[src/design/fsrel_pkg.sv]
// package of register offsets, keys and reset values for the safety output release block
package fsrel_pkg;

	// ************************************************
	// register byte offsets
	// ************************************************
	localparam logic [7:0] FSREL_OFS_WIN_DUR = 8'h00;
	localparam logic [7:0] FSREL_OFS_WIN_NOT = 8'h04;
	localparam logic [7:0] FSREL_OFS_ANSWER = 8'h08;
	localparam logic [7:0] FSREL_OFS_STATE = 8'h0c;
	localparam logic [7:0] FSREL_OFS_RELEASE = 8'h10;
	localparam logic [7:0] FSREL_OFS_STATUS = 8'h14;

	// ************************************************
	// field positions and keys
	// ************************************************
	// five-bit period sits in the top bits, so a zero there turns windowing off
	localparam int FSREL_PERIOD_LSB = 11;
	localparam int FSREL_PERIOD_W = 5;
	localparam int FSREL_DBG_EXIT_BIT = 14;
	// bits [7:4] of the window word are not implemented and skip the complement check
	localparam logic [15:0] FSREL_WIN_IMPL_MASK = 16'hff0f;
	localparam logic [15:0] FSREL_GOOD_ANSWER = 16'h5ab2;
	localparam logic [15:0] FSREL_RELEASE_KEY = 16'hb2a5;

	// ************************************************
	// reset values
	// ************************************************
	localparam logic [15:0] FSREL_WIN_DUR_RST = 16'h0000;
	localparam logic [15:0] FSREL_WIN_NOT_RST = 16'hffff;
	localparam logic [3:0] FSREL_FAULT_CNT_RST = 4'h6;

	// ************************************************
	// types
	// ************************************************
	typedef enum logic [1:0] {
		FSREL_ST_INIT = 2'b00,
		FSREL_ST_DEBUG = 2'b01,
		FSREL_ST_NORMAL = 2'b11
	} fsrel_state_t;

	typedef enum logic [1:0] {
		FSREL_RESP_OKAY = 2'b00,
		FSREL_RESP_SLVERR = 2'b10
	} fsrel_resp_t;

endpackage : fsrel_pkg

[src/design/fsrel_win_check.sv]
// window configuration check: complement pair validation and windowing decode
`timescale 1ns/1ps
`default_nettype none
module fsrel_win_check (
	input wire logic [15:0] win_dur,
	input wire logic [15:0] win_not,
	output logic cfg_valid,
	output logic windowing_on
);
	import fsrel_pkg::*;

	// configuration counts only while the implemented bits of the complement match
	assign cfg_valid = (((win_dur ^ ~win_not) & FSREL_WIN_IMPL_MASK) == 16'h0000);
	// zero period means windowing disabled
	assign windowing_on = (win_dur[FSREL_PERIOD_LSB +: FSREL_PERIOD_W] != '0);

endmodule : fsrel_win_check
`default_nettype wire

[src/design/fsrel_pin_sync.sv]
// three-stage synchroniser for an asynchronous pin level
`timescale 1ns/1ps
`default_nettype none
module fsrel_pin_sync (
	input wire logic aclk,
	input wire logic aresetn,
	input wire logic pin_in,
	output logic level_out
);
	import fsrel_pkg::*;

	typedef struct packed {
		logic s1;
		logic s2;
		logic s3;
		logic lvl;
	} fsrel_sync_t;

	fsrel_sync_t sync_q, sync_d;

	always_comb begin
		sync_d = sync_q;
		sync_d.s1 = pin_in;
		sync_d.s2 = sync_q.s1;
		sync_d.s3 = sync_q.s2;
		// change counts once second and third stage agree
		if (sync_q.s2 == sync_q.s3) begin
			sync_d.lvl = sync_q.s3;
		end
	end

	always_ff @(posedge aclk) begin
		if (!aresetn) begin
			sync_q <= '0;
		end else begin
			sync_q <= sync_d;
		end
	end

	assign level_out = sync_q.lvl;

endmodule : fsrel_pin_sync
`default_nettype wire

[src/design/fsrel_top.sv]
// safety output release sequencer with axi4-lite register access
//
// Design decisions made here: the placing of the registers and the AXI4-Lite register port.
`timescale 1ns/1ps
`default_nettype none

module fsrel_top #(
	parameter logic [3:0] FAULT_CNT_INIT = fsrel_pkg::FSREL_FAULT_CNT_RST
) (
	input wire logic aclk,
	input wire logic aresetn,
	input wire logic [7:0] s_axil_awaddr,
	input wire logic s_axil_awvalid,
	output logic s_axil_awready,
	input wire logic [31:0] s_axil_wdata,
	input wire logic [3:0] s_axil_wstrb,
	input wire logic s_axil_wvalid,
	output logic s_axil_wready,
	output logic [1:0] s_axil_bresp,
	output logic s_axil_bvalid,
	input wire logic s_axil_bready,
	input wire logic [7:0] s_axil_araddr,
	input wire logic s_axil_arvalid,
	output logic s_axil_arready,
	output logic [31:0] s_axil_rdata,
	output logic [1:0] s_axil_rresp,
	output logic s_axil_rvalid,
	input wire logic s_axil_rready,
	input wire logic debug_entry_pin,
	input wire logic otp_windowing_en,
	output logic safety_output_pin,
	output logic debug_mode,
	output logic windowing_active
);
	import fsrel_pkg::*;

	// ************************************************
	// state
	// ************************************************
	typedef struct packed {
		logic aw_got;
		logic [7:0] aw_addr;
		logic w_got;
		logic [15:0] w_data;
		logic [1:0] w_strb;
		logic bvalid;
		logic [1:0] bresp;
		logic rvalid;
		logic [31:0] rdata;
		logic [1:0] rresp;
		logic [15:0] win_dur;
		logic [15:0] win_not;
		fsrel_state_t st;
		logic [3:0] fault_cnt;
		logic released;
		logic strap_done;
		logic win_on;
		logic awrdy;
		logic wrdy;
		logic arrdy;
		logic dbg;
	} fsrel_regs_t;

	fsrel_regs_t r_q, r_d;

	logic dbg_level;
	logic cfg_valid;
	logic period_nonzero;
	logic wr_fire;
	logic [15:0] wr_val;

	fsrel_pin_sync fsrel_pin_sync_i (
		.aclk(aclk),
		.aresetn(aresetn),
		.pin_in(debug_entry_pin),
		.level_out(dbg_level)
	);

	fsrel_win_check fsrel_win_check_i (
		.win_dur(r_q.win_dur),
		.win_not(r_q.win_not),
		.cfg_valid(cfg_valid),
		.windowing_on(period_nonzero)
	);

	// merges byte lanes of the low half-word into an old value
	function automatic logic [15:0] fsrel_merge(input logic [15:0] old, input logic [15:0] nv,
		input logic [1:0] strb);
		logic [15:0] res;
		res = old;
		if (strb[0]) begin
			res[7:0] = nv[7:0];
		end
		if (strb[1]) begin
			res[15:8] = nv[15:8];
		end
		return res;
	endfunction : fsrel_merge

	function automatic logic fsrel_mapped(input logic [7:0] a);
		return (a == FSREL_OFS_WIN_DUR) || (a == FSREL_OFS_WIN_NOT) || (a == FSREL_OFS_ANSWER)
			|| (a == FSREL_OFS_STATE) || (a == FSREL_OFS_RELEASE) || (a == FSREL_OFS_STATUS);
	endfunction : fsrel_mapped

	assign wr_fire = r_q.aw_got && r_q.w_got && !r_q.bvalid;
	assign wr_val = fsrel_merge(16'h0000, r_q.w_data, r_q.w_strb);

	// ************************************************
	// next state
	// ************************************************
	always_comb begin
		r_d = r_q;
		// write address and data are taken independently, one write in flight
		if (s_axil_awvalid && s_axil_awready) begin
			r_d.aw_got = 1'b1;
			r_d.aw_addr = s_axil_awaddr;
		end
		if (s_axil_wvalid && s_axil_wready) begin
			r_d.w_got = 1'b1;
			r_d.w_data = s_axil_wdata[15:0];
			r_d.w_strb = s_axil_wstrb[1:0];
		end
		if (r_q.bvalid && s_axil_bready) begin
			r_d.bvalid = 1'b0;
		end
		if (wr_fire) begin
			r_d.aw_got = 1'b0;
			r_d.w_got = 1'b0;
			r_d.bvalid = 1'b1;
			r_d.bresp = FSREL_RESP_OKAY;
			// each write is one sequence step, applied on its own
			if (r_q.aw_addr == FSREL_OFS_WIN_DUR) begin
				r_d.win_dur = fsrel_merge(r_q.win_dur, r_q.w_data, r_q.w_strb);
			end else if (r_q.aw_addr == FSREL_OFS_WIN_NOT) begin
				r_d.win_not = fsrel_merge(r_q.win_not, r_q.w_data, r_q.w_strb);
			end else if (r_q.aw_addr == FSREL_OFS_ANSWER) begin
				if (wr_val == FSREL_GOOD_ANSWER) begin
					if (r_q.st == FSREL_ST_INIT) begin
						r_d.st = FSREL_ST_DEBUG;
					end else if (r_q.st == FSREL_ST_NORMAL && r_q.fault_cnt != 4'h0) begin
						r_d.fault_cnt = r_q.fault_cnt - 4'h1;
					end
				end
			end else if (r_q.aw_addr == FSREL_OFS_STATE) begin
				if (wr_val[FSREL_DBG_EXIT_BIT] && r_q.st == FSREL_ST_DEBUG) begin
					r_d.st = FSREL_ST_NORMAL;
				end
			end else if (r_q.aw_addr == FSREL_OFS_RELEASE) begin
				// release needs normal mode, cleared counter and otp windowing
				if (wr_val == FSREL_RELEASE_KEY && r_q.st == FSREL_ST_NORMAL
					&& r_q.fault_cnt == 4'h0 && otp_windowing_en) begin
					r_d.released = 1'b1;
				end
			end else if (r_q.aw_addr == FSREL_OFS_STATUS) begin
				r_d.bresp = FSREL_RESP_SLVERR;
			end else begin
				r_d.bresp = FSREL_RESP_SLVERR;
			end
		end
		// first cycle after reset forces the state to init; the debug pin level is not sampled here
		if (!r_q.strap_done) begin
			r_d.strap_done = 1'b1;
			r_d.st = FSREL_ST_INIT;
		end
		// windowing only in normal mode with a valid nonzero period
		r_d.win_on = (r_q.st == FSREL_ST_NORMAL) && cfg_valid && period_nonzero && !dbg_level;
		if (r_q.rvalid && s_axil_rready) begin
			r_d.rvalid = 1'b0;
		end
		if (s_axil_arvalid && s_axil_arready) begin
			r_d.rvalid = 1'b1;
			r_d.rresp = FSREL_RESP_OKAY;
			r_d.rdata = 32'h0000_0000;
			if (s_axil_araddr == FSREL_OFS_WIN_DUR) begin
				r_d.rdata[15:0] = r_q.win_dur;
			end else if (s_axil_araddr == FSREL_OFS_WIN_NOT) begin
				r_d.rdata[15:0] = r_q.win_not;
			end else if (s_axil_araddr == FSREL_OFS_STATE) begin
				r_d.rdata[FSREL_DBG_EXIT_BIT] = (r_q.st == FSREL_ST_NORMAL);
				r_d.rdata[1:0] = r_q.st;
			end else if (s_axil_araddr == FSREL_OFS_STATUS) begin
				r_d.rdata[3:0] = r_q.fault_cnt;
				r_d.rdata[5:4] = r_q.st;
				r_d.rdata[6] = r_q.released;
				r_d.rdata[7] = cfg_valid;
				r_d.rdata[8] = r_q.win_on;
			end else if (!fsrel_mapped(s_axil_araddr)) begin
				r_d.rresp = FSREL_RESP_SLVERR;
			end
		end
		// ready and mode flags come straight from flip-flops
		r_d.awrdy = !r_d.aw_got && !r_d.bvalid;
		r_d.wrdy = !r_d.w_got && !r_d.bvalid;
		r_d.arrdy = !r_d.rvalid;
		r_d.dbg = (r_d.st != FSREL_ST_NORMAL);
	end

	always_ff @(posedge aclk) begin
		if (!aresetn) begin
			r_q <= '{aw_got: 1'b0, aw_addr: 8'h00, w_got: 1'b0, w_data: 16'h0000, w_strb: 2'b00,
				bvalid: 1'b0, bresp: 2'b00, rvalid: 1'b0, rdata: 32'h0000_0000, rresp: 2'b00,
				win_dur: FSREL_WIN_DUR_RST, win_not: FSREL_WIN_NOT_RST, st: FSREL_ST_INIT,
				fault_cnt: FAULT_CNT_INIT, released: 1'b0, strap_done: 1'b0, win_on: 1'b0,
				awrdy: 1'b1, wrdy: 1'b1, arrdy: 1'b1, dbg: 1'b1};
		end else begin
			r_q <= r_d;
		end
	end

	// ************************************************
	// outputs
	// ************************************************
	assign s_axil_awready = r_q.awrdy;
	assign s_axil_wready = r_q.wrdy;
	assign s_axil_bvalid = r_q.bvalid;
	assign s_axil_bresp = r_q.bresp;
	assign s_axil_arready = r_q.arrdy;
	assign s_axil_rvalid = r_q.rvalid;
	assign s_axil_rdata = r_q.rdata;
	assign s_axil_rresp = r_q.rresp;
	assign safety_output_pin = r_q.released;
	assign debug_mode = r_q.dbg;
	assign windowing_active = r_q.win_on;

	// ************************************************
	// assertions
	// ************************************************
	property p_pin_low_in_debug;
		@(posedge aclk) disable iff (!aresetn) (r_q.st != FSREL_ST_NORMAL) |-> !safety_output_pin;
	endproperty
	a_pin_low_in_debug: assert property (p_pin_low_in_debug) else $error("pin released in debug");

	property p_release;
		@(posedge aclk) disable iff (!aresetn)
		(wr_fire && r_q.aw_addr == FSREL_OFS_RELEASE && wr_val == FSREL_RELEASE_KEY
			&& r_q.st == FSREL_ST_NORMAL && r_q.fault_cnt == 4'h0 && otp_windowing_en)
			|=> safety_output_pin;
	endproperty
	a_release: assert property (p_release) else $error("release key ignored");

	property p_release_needs_otp;
		@(posedge aclk) disable iff (!aresetn) ($rose(safety_output_pin)) |-> $past(otp_windowing_en);
	endproperty
	a_release_needs_otp: assert property (p_release_needs_otp) else $error("release without otp");

	property p_init_close;
		@(posedge aclk) disable iff (!aresetn)
		(wr_fire && r_q.aw_addr == FSREL_OFS_ANSWER && wr_val == FSREL_GOOD_ANSWER
			&& r_q.st == FSREL_ST_INIT && r_q.strap_done) |=> (r_q.st == FSREL_ST_DEBUG);
	endproperty
	a_init_close: assert property (p_init_close) else $error("init not closed");

	property p_dbg_exit;
		@(posedge aclk) disable iff (!aresetn)
		(wr_fire && r_q.aw_addr == FSREL_OFS_STATE && wr_val[FSREL_DBG_EXIT_BIT]
			&& r_q.st == FSREL_ST_DEBUG) |=> !debug_mode;
	endproperty
	a_dbg_exit: assert property (p_dbg_exit) else $error("debug not exited");

	property p_count_down;
		@(posedge aclk) disable iff (!aresetn)
		(wr_fire && r_q.aw_addr == FSREL_OFS_ANSWER && wr_val == FSREL_GOOD_ANSWER
			&& r_q.st == FSREL_ST_NORMAL && r_q.fault_cnt != 4'h0)
			|=> (r_q.fault_cnt == $past(r_q.fault_cnt) - 4'h1);
	endproperty
	a_count_down: assert property (p_count_down) else $error("counter not decremented");

	property p_win_debug;
		@(posedge aclk) disable iff (!aresetn) debug_mode [*2] |-> !windowing_active;
	endproperty
	a_win_debug: assert property (p_win_debug) else $error("windowing in debug");

	property p_win_zero;
		@(posedge aclk) disable iff (!aresetn)
		(cfg_valid && !period_nonzero) [*2] |-> !windowing_active;
	endproperty
	a_win_zero: assert property (p_win_zero) else $error("zero period windowing");

	property p_win_cmp;
		@(posedge aclk) disable iff (!aresetn) !cfg_valid [*2] |-> !windowing_active;
	endproperty
	a_win_cmp: assert property (p_win_cmp) else $error("invalid pair accepted");

	property p_one_write;
		@(posedge aclk) disable iff (!aresetn) wr_fire |=> !wr_fire;
	endproperty
	a_one_write: assert property (p_one_write) else $error("two steps in one");

	c_release: cover property (@(posedge aclk) disable iff (!aresetn) $rose(safety_output_pin));
	c_dbg_exit: cover property (@(posedge aclk) disable iff (!aresetn) $fell(debug_mode));
	c_cnt_zero: cover property (@(posedge aclk) disable iff (!aresetn) $changed(r_q.fault_cnt)
		&& r_q.fault_cnt == 4'h0);
	c_win_on: cover property (@(posedge aclk) disable iff (!aresetn) $rose(windowing_active));
	c_init_close: cover property (@(posedge aclk) disable iff (!aresetn) $changed(r_q.st)
		&& r_q.st == FSREL_ST_DEBUG);

endmodule : fsrel_top
`default_nettype wire

[config.mk]
export PLATFORM = sky130hd
export DESIGN_NAME = fsrel_top
export DESIGN_NICKNAME = d
export VERILOG_FILES = /design/src/design/fsrel_pkg.sv /design/src/design/fsrel_win_check.sv /design/src/design/fsrel_pin_sync.sv /design/src/design/fsrel_top.sv
export SDC_FILE = /design/constraint.sdc
export NUM_CORES = 1
export LEC_CHECK = 0
export BUFFER_PORTS_ARGS = -buffer_cell sky130_fd_sc_hd__buf_2
export CORE_UTILIZATION = 53
export DETAILED_ROUTE_END_ITERATION = 10
export PLACE_DENSITY = 0.79
export SETUP_SLACK_MARGIN = 0.02
export SLEW_MARGIN = 20
export SYNTH_ARGS = -nofsm -noshare
export SYNTH_HDL_FRONTEND = slang
export SYNTH_SLANG_ARGS = --single-unit
[constraint.sdc]
create_clock -name aclk -period 2.1 [get_ports aclk]
set_input_delay 0.315 -clock aclk [delete_from_list [all_inputs] [get_ports aclk]]
set_output_delay 0.315 -clock aclk [all_outputs]
set_load 0.005 [all_outputs]
Word-level counts from Yosys, hierarchy flattened
Index checks and enable logic that the tools add are counted.
Operators by class
  div/mod/pow operators: 0
  muxes and demuxes: 46
  reduce and logical (&&, ||, !) cells: 41
  bitwise gates (word level): 7
  shifts and indexed selects: 0
  add/sub/neg operators: 1
  $mul: 0
  equal/unequal tests: 15
  order comparisons: 0
Operators by type and width (count)
  $mux W35: 1
  $eq A8 B4 Y1 const B: 4
  $mux W2: 16
  $mux W7: 4
  $mux W9: 3
  $eq A8 B5 Y1 const B: 3
  $mux W19: 1
  $logic_and A1 B1 Y1: 17
  $eq A16 B15 Y1 const B: 1
  $eq A16 B16 Y1 const B: 1
  $eq A8 B3 Y1 const B: 2
  $logic_not A16 Y1: 1
  $logic_not A8 Y1: 2
  $mux W16: 1
  $mux W8: 2
  $not A16 Y16: 1
  $xor A16 B16 Y16: 1
  $reduce_and A7 Y1: 2
  $mux W4: 3
  $mux W6: 2
  $mux W1: 11
  $reduce_and A4 Y1: 2
  $logic_not A1 Y1: 6
  $reduce_and A3 Y1: 2
  13 further kinds: 21
Word-level totals
  bits in latches: 0
  bits in registers: 99
  word-level logic and storage cells: 137
  bits of input ports: 61
  ROM bits: 0
  memories kept: 0
  RAM bits: 0
  output and inout bits: 44

Depth between registers and ports, before layout
  depth after elaboration: 15
  gate-level depth with buffers: 7
  gate-level depth less buffers: 7

Hierarchy
A second synthesis with hierarchy kept.
Second synthesis, totals
  cells, all modules: 520
  area, all modules: 4494.3 um^2
By module, submodules not included
  fsrel_top: seq. area each 1861.8 um^2, area each 4231.6 um^2, times used 1, cells each 491
  fsrel_win_check: seq. area each 0.0 um^2, area each 146.4 um^2, times used 1, cells each 19
  fsrel_pin_sync: seq. area each 80.1 um^2, area each 116.4 um^2, times used 1, cells each 10

Worst setup path after synthesis
OpenSTA, ideal clock, no wires.
  path type: reg-to-reg
  start point: register r_q[107] (netlist bit)
  end point: register r_q[29] (netlist bit)
  required time: 1972 ps
  path buffers: 1
  stages on the path, launching flop included: 7
  arrival: 1668 ps
  clock period less this slack: 1796 ps
  setup slack: 304 ps
  library setup time: 128 ps
  cells stage by stage: dfxtp_1 or4_4 nor4_4 and3_1 buf_4 mux2i_1 nor2_1
On the way
  cells in the longest elaborated chain, start to end: 2
Ends and longest elaborated chain
  start, declared: RTL line fsrel_top.sv:64  | fsrel_regs_t r_q, r_d;
  start signal, assigned: RTL line fsrel_top.sv:200  | r_q <= '{aw_got: 1'b0, aw_addr: 8'h00, w_got: 1'b0, w_data: 16'h0000, w_strb: 2'b00,
  start signal, assigned: RTL line fsrel_top.sv:206  | r_q <= r_d;
  $logic_not A8 Y1: RTL line fsrel_top.sv:132  | if (r_q.aw_addr == FSREL_OFS_WIN_DUR) begin
  $reduce_and A3 Y1 (no line)
Every way passes these cells.
A chain may end at the register's enable or synchronous reset.

Final worst setup path
Same ends and word-level chain as after synthesis.

==> impl_metrics.env <==
export IMPL_status="complete, no violations"
export IMPL_power_density_nw_per_um2=722
export IMPL_nNetsFinal=628
export IMPL_crit_slowest_cell="or4_4"
export IMPL_cpPeakStageDelay_ns=0.57
export IMPL_cp_arrival_ns=2.17
export IMPL_start_util_pct=55.9
export IMPL_netlist_area_um2=4390
export IMPL_ctsRootBufferMaster="clkbuf_8"
export IMPL_synthDistinctLibCells=57
export IMPL_slew_headroom_pct=62.2
export IMPL_critPathMaxFanout=8
export IMPL_die_h_um=93.0
export IMPL_largest_register_ffs=67
export IMPL_synth_warnings=0
export IMPL_regMostFlops="r_q"
export IMPL_min_path_type="in2reg"
export IMPL_drive_gt1_share_pct=20.3
export IMPL_maxSlewViolCount=0
export IMPL_dr_pass1_iters=5
export IMPL_clock_latency_ns=0.36
export IMPL_grt_pass1_vias=3237
export IMPL_synth_cells=513
export IMPL_dp_hpwl_mm=7.01
export IMPL_postCtsSetupBuffers=0
export IMPL_start_kind="register"
export IMPL_fp_row_count=32
export IMPL_reg2reg_from="r_q[107]$_SDFFE_PN0P_"
export IMPL_routabilityCongestion=0.907
export IMPL_rsz0062_at_grt="no"
export IMPL_fin_ws_ns=0.176
export IMPL_drt_iter0_markers=220
export IMPL_io_pins=105
export IMPL_antenna_found_initial=0
export IMPL_clkSlewWorstSetupHoldPaths_ns=0.09
export IMPL_finalCritPeriodShare_pct=91.6
export IMPL_die_area_um2=8640
export IMPL_grt_max_degree=26
export IMPL_numCtsBuffers=9
export IMPL_max_slew_worst_pin_slew_ns=0.565
export IMPL_async_reset_ff_share_pct=0
export IMPL_clk_path_buf_depth=2
export IMPL_period_minus_slack_ns=1.92
export IMPL_antennaDiodeCount=0
export IMPL_via_per_inst=5.41
export IMPL_drt_total_wl_mm=9.54
export IMPL_ys_seq_area_share_pct=44.3
export IMPL_p_leak_nw=2.05
export IMPL_ant_nets=0
export IMPL_grt_use_total_pct=22.8
export IMPL_postCtsHoldBufs=0
export IMPL_ys_seq_elements=97
export IMPL_finalHoldViolCount=0
export IMPL_dp_slack_ns=0.153
export IMPL_maxCapViolCount=0
export IMPL_holdWs_ns=0.159
export IMPL_cts_tree="built"
export IMPL_setup_worst_path_end_class="register"
export IMPL_max_clock_freq_ghz=0.520
export IMPL_cts_htree_levels=3
export IMPL_worst_ep_required_time_ns=2.35
export IMPL_setup_viol=0
export IMPL_synth_ff_type="dfxtp_1"
export IMPL_vdd_ir_drop_worst_v=0.000387
export IMPL_gr_total_overflow=0
export IMPL_die_x_um=93.0
export IMPL_syn2layout_area_growth_pct=11.8
export IMPL_synth_edff_count=0
export IMPL_clock_skew_ns=0.00732
export IMPL_syn_area_per_cell_um2=8.55
export IMPL_path_class="reg2reg"
export IMPL_num_vias=3644
export IMPL_fin_setup_tns_ns=0
export IMPL_path_cells="or4_4 -> nor4_4 -> and3_1 -> buf_4 -> mux2i_1 -> nor2_1"
export IMPL_wl_per_cell_um=14.2
export IMPL_port_buffers=68
export IMPL_core_um2=7850
export IMPL_drc_errors=0
export IMPL_grt_pass1_wl_mm=15.5
export IMPL_startpoint="r_q[107]$_SDFFE_PN0P_"
export IMPL_hold_start="debug_entry_pin"
export IMPL_final_core_util_pct=62.5
export IMPL_numClockSinks=97
layout by cell type, fill, tap and decap left out, types with 3 or more instances in the layout:
cell,count
nand3_1,12
inv_1,6
clkinv_2,3
nor2_1,39
a21oi_1,31
buf_4,16
o21ai_0,17
nand2_1,105
nand4_1,4
o31ai_1,5
and3_1,4
or4bb_1,3
clkbuf_8,9
nor3_1,8
nand2b_1,6
a31o_2,8
conb_1,18
buf_2,68
xnor2_1,13
nand4b_1,3
dfxtp_1,97
and2_1,12
mux2i_1,32
nor4_1,5
power breakdown:
| group | internal (mW) | leakage [nW] | switching, mW |
|---|---|---|---|
| Combinational | 0.123 | 1.15 | 0.185 |
| Clock | 0.665 | 0.106 | 0.619 |
| Sequential | 1.89 | 0.789 | 0.0536 |
logic make-up after synthesis:
kind of cell	after synthesis	share of synthesized area (%)
buffers and inverters	67	9.04
other	1	0.0855
xor gates and xnor gates	14	2.80
adders and majority gates	1	0.285
DFF	97	44.3
AOI/OAI and AO/OA	78	11.2
muxes	33	7.56
and+or+nand+nor	222	24.8
what timing repair did:
item | 4_1_cts | 5_1_grt
hold endpoints to repair | 0 | 0
endpoints found under the setup margin | 0 | 6
resized for setup | 0 | 1
per-stage QoR:
step / total power [mW] / cell area [µm²] / std cells
5_1_grt: 3.67 / 4900 / 673
2_1_floorplan: 2.19 / 4450 / 530
6_report: 3.54 / 4900 / 673
3_5_place_dp: 2.30 / 4690 / 657
3_3_place_gp: 2.28 / 4690 / 657
4_1_cts: 3.55 / 4900 / 673
per-layer routing:
layer  wire length [µm]  part of all wire, %  up-vias  GRT usage [%]
li1                   -                    -     1811              -
met1               4400                   46     1686           30.1
met2               4420                   46      125           37.3
met3                542                  5.7       22           5.37
met4                177                  1.9        0           6.54
met5                  0                    0        -              0
Yosys cell counts, types with 3 or more instances:
cell | n | area share [%]
nor4_1 | 5 | 0.71
clkbuf_1 | 17 | 1.5
mux2i_1 | 32 | 7.3
or4bb_1 | 3 | 0.77
nor3_1 | 9 | 1.0
nand4_1 | 4 | 0.57
nand3_1 | 12 | 1.4
a21oi_1 | 31 | 3.5
nand2_1 | 105 | 9.0
xnor2_1 | 13 | 2.6
o31ai_1 | 5 | 0.86
dfxtp_1 | 97 | 44
and3_1 | 4 | 0.57
and2_1 | 12 | 1.7
o21ai_0 | 17 | 1.9
buf_4 | 38 | 6.5
nand2b_1 | 6 | 0.86
inv_1 | 6 | 0.51
buf_1 | 3 | 0.26
a31o_2 | 8 | 1.6
nand4b_1 | 3 | 0.60
nor2_1 | 39 | 3.3
worst paths after layout:
check / endpoint / slack [ns] / cells past startpoint
max: r_q[29]$_SDFFE_PN0P_ / 0.18 / 6
min: fsrel_pin_sync_i.sync_d[2]$_SDFF_PN0_ / 0.16 / 2
max reg2reg: r_q[29]$_SDFFE_PN0P_ / 0.18 / 6
min reg2reg: fsrel_pin_sync_i.sync_d[1]$_SDFF_PN0_ / 0.45 / 1
critical path: cells and delay by family (launching register included):
family	cells	cell delay [ns]
buffers and inverters	1	0.21
flip-flops	1	0.32
multiplexers	1	0.22
AND/OR/NAND/NOR	4	1.08
layout make-up:
cell class / instances / area, µm²
Clock buffer: 10 / 128
Fill cell: 718 / 2940
Sequential cell: 97 / 1940
Inverter: 7 / 26.3
Tap cell: 102 / 128
Timing Repair Buffer: 85 / 480
Multi-Input combinational cell: 366 / 2120
Clock inverter: 6 / 82.6
Note: power is estimated with default switching activity, not from simulation.
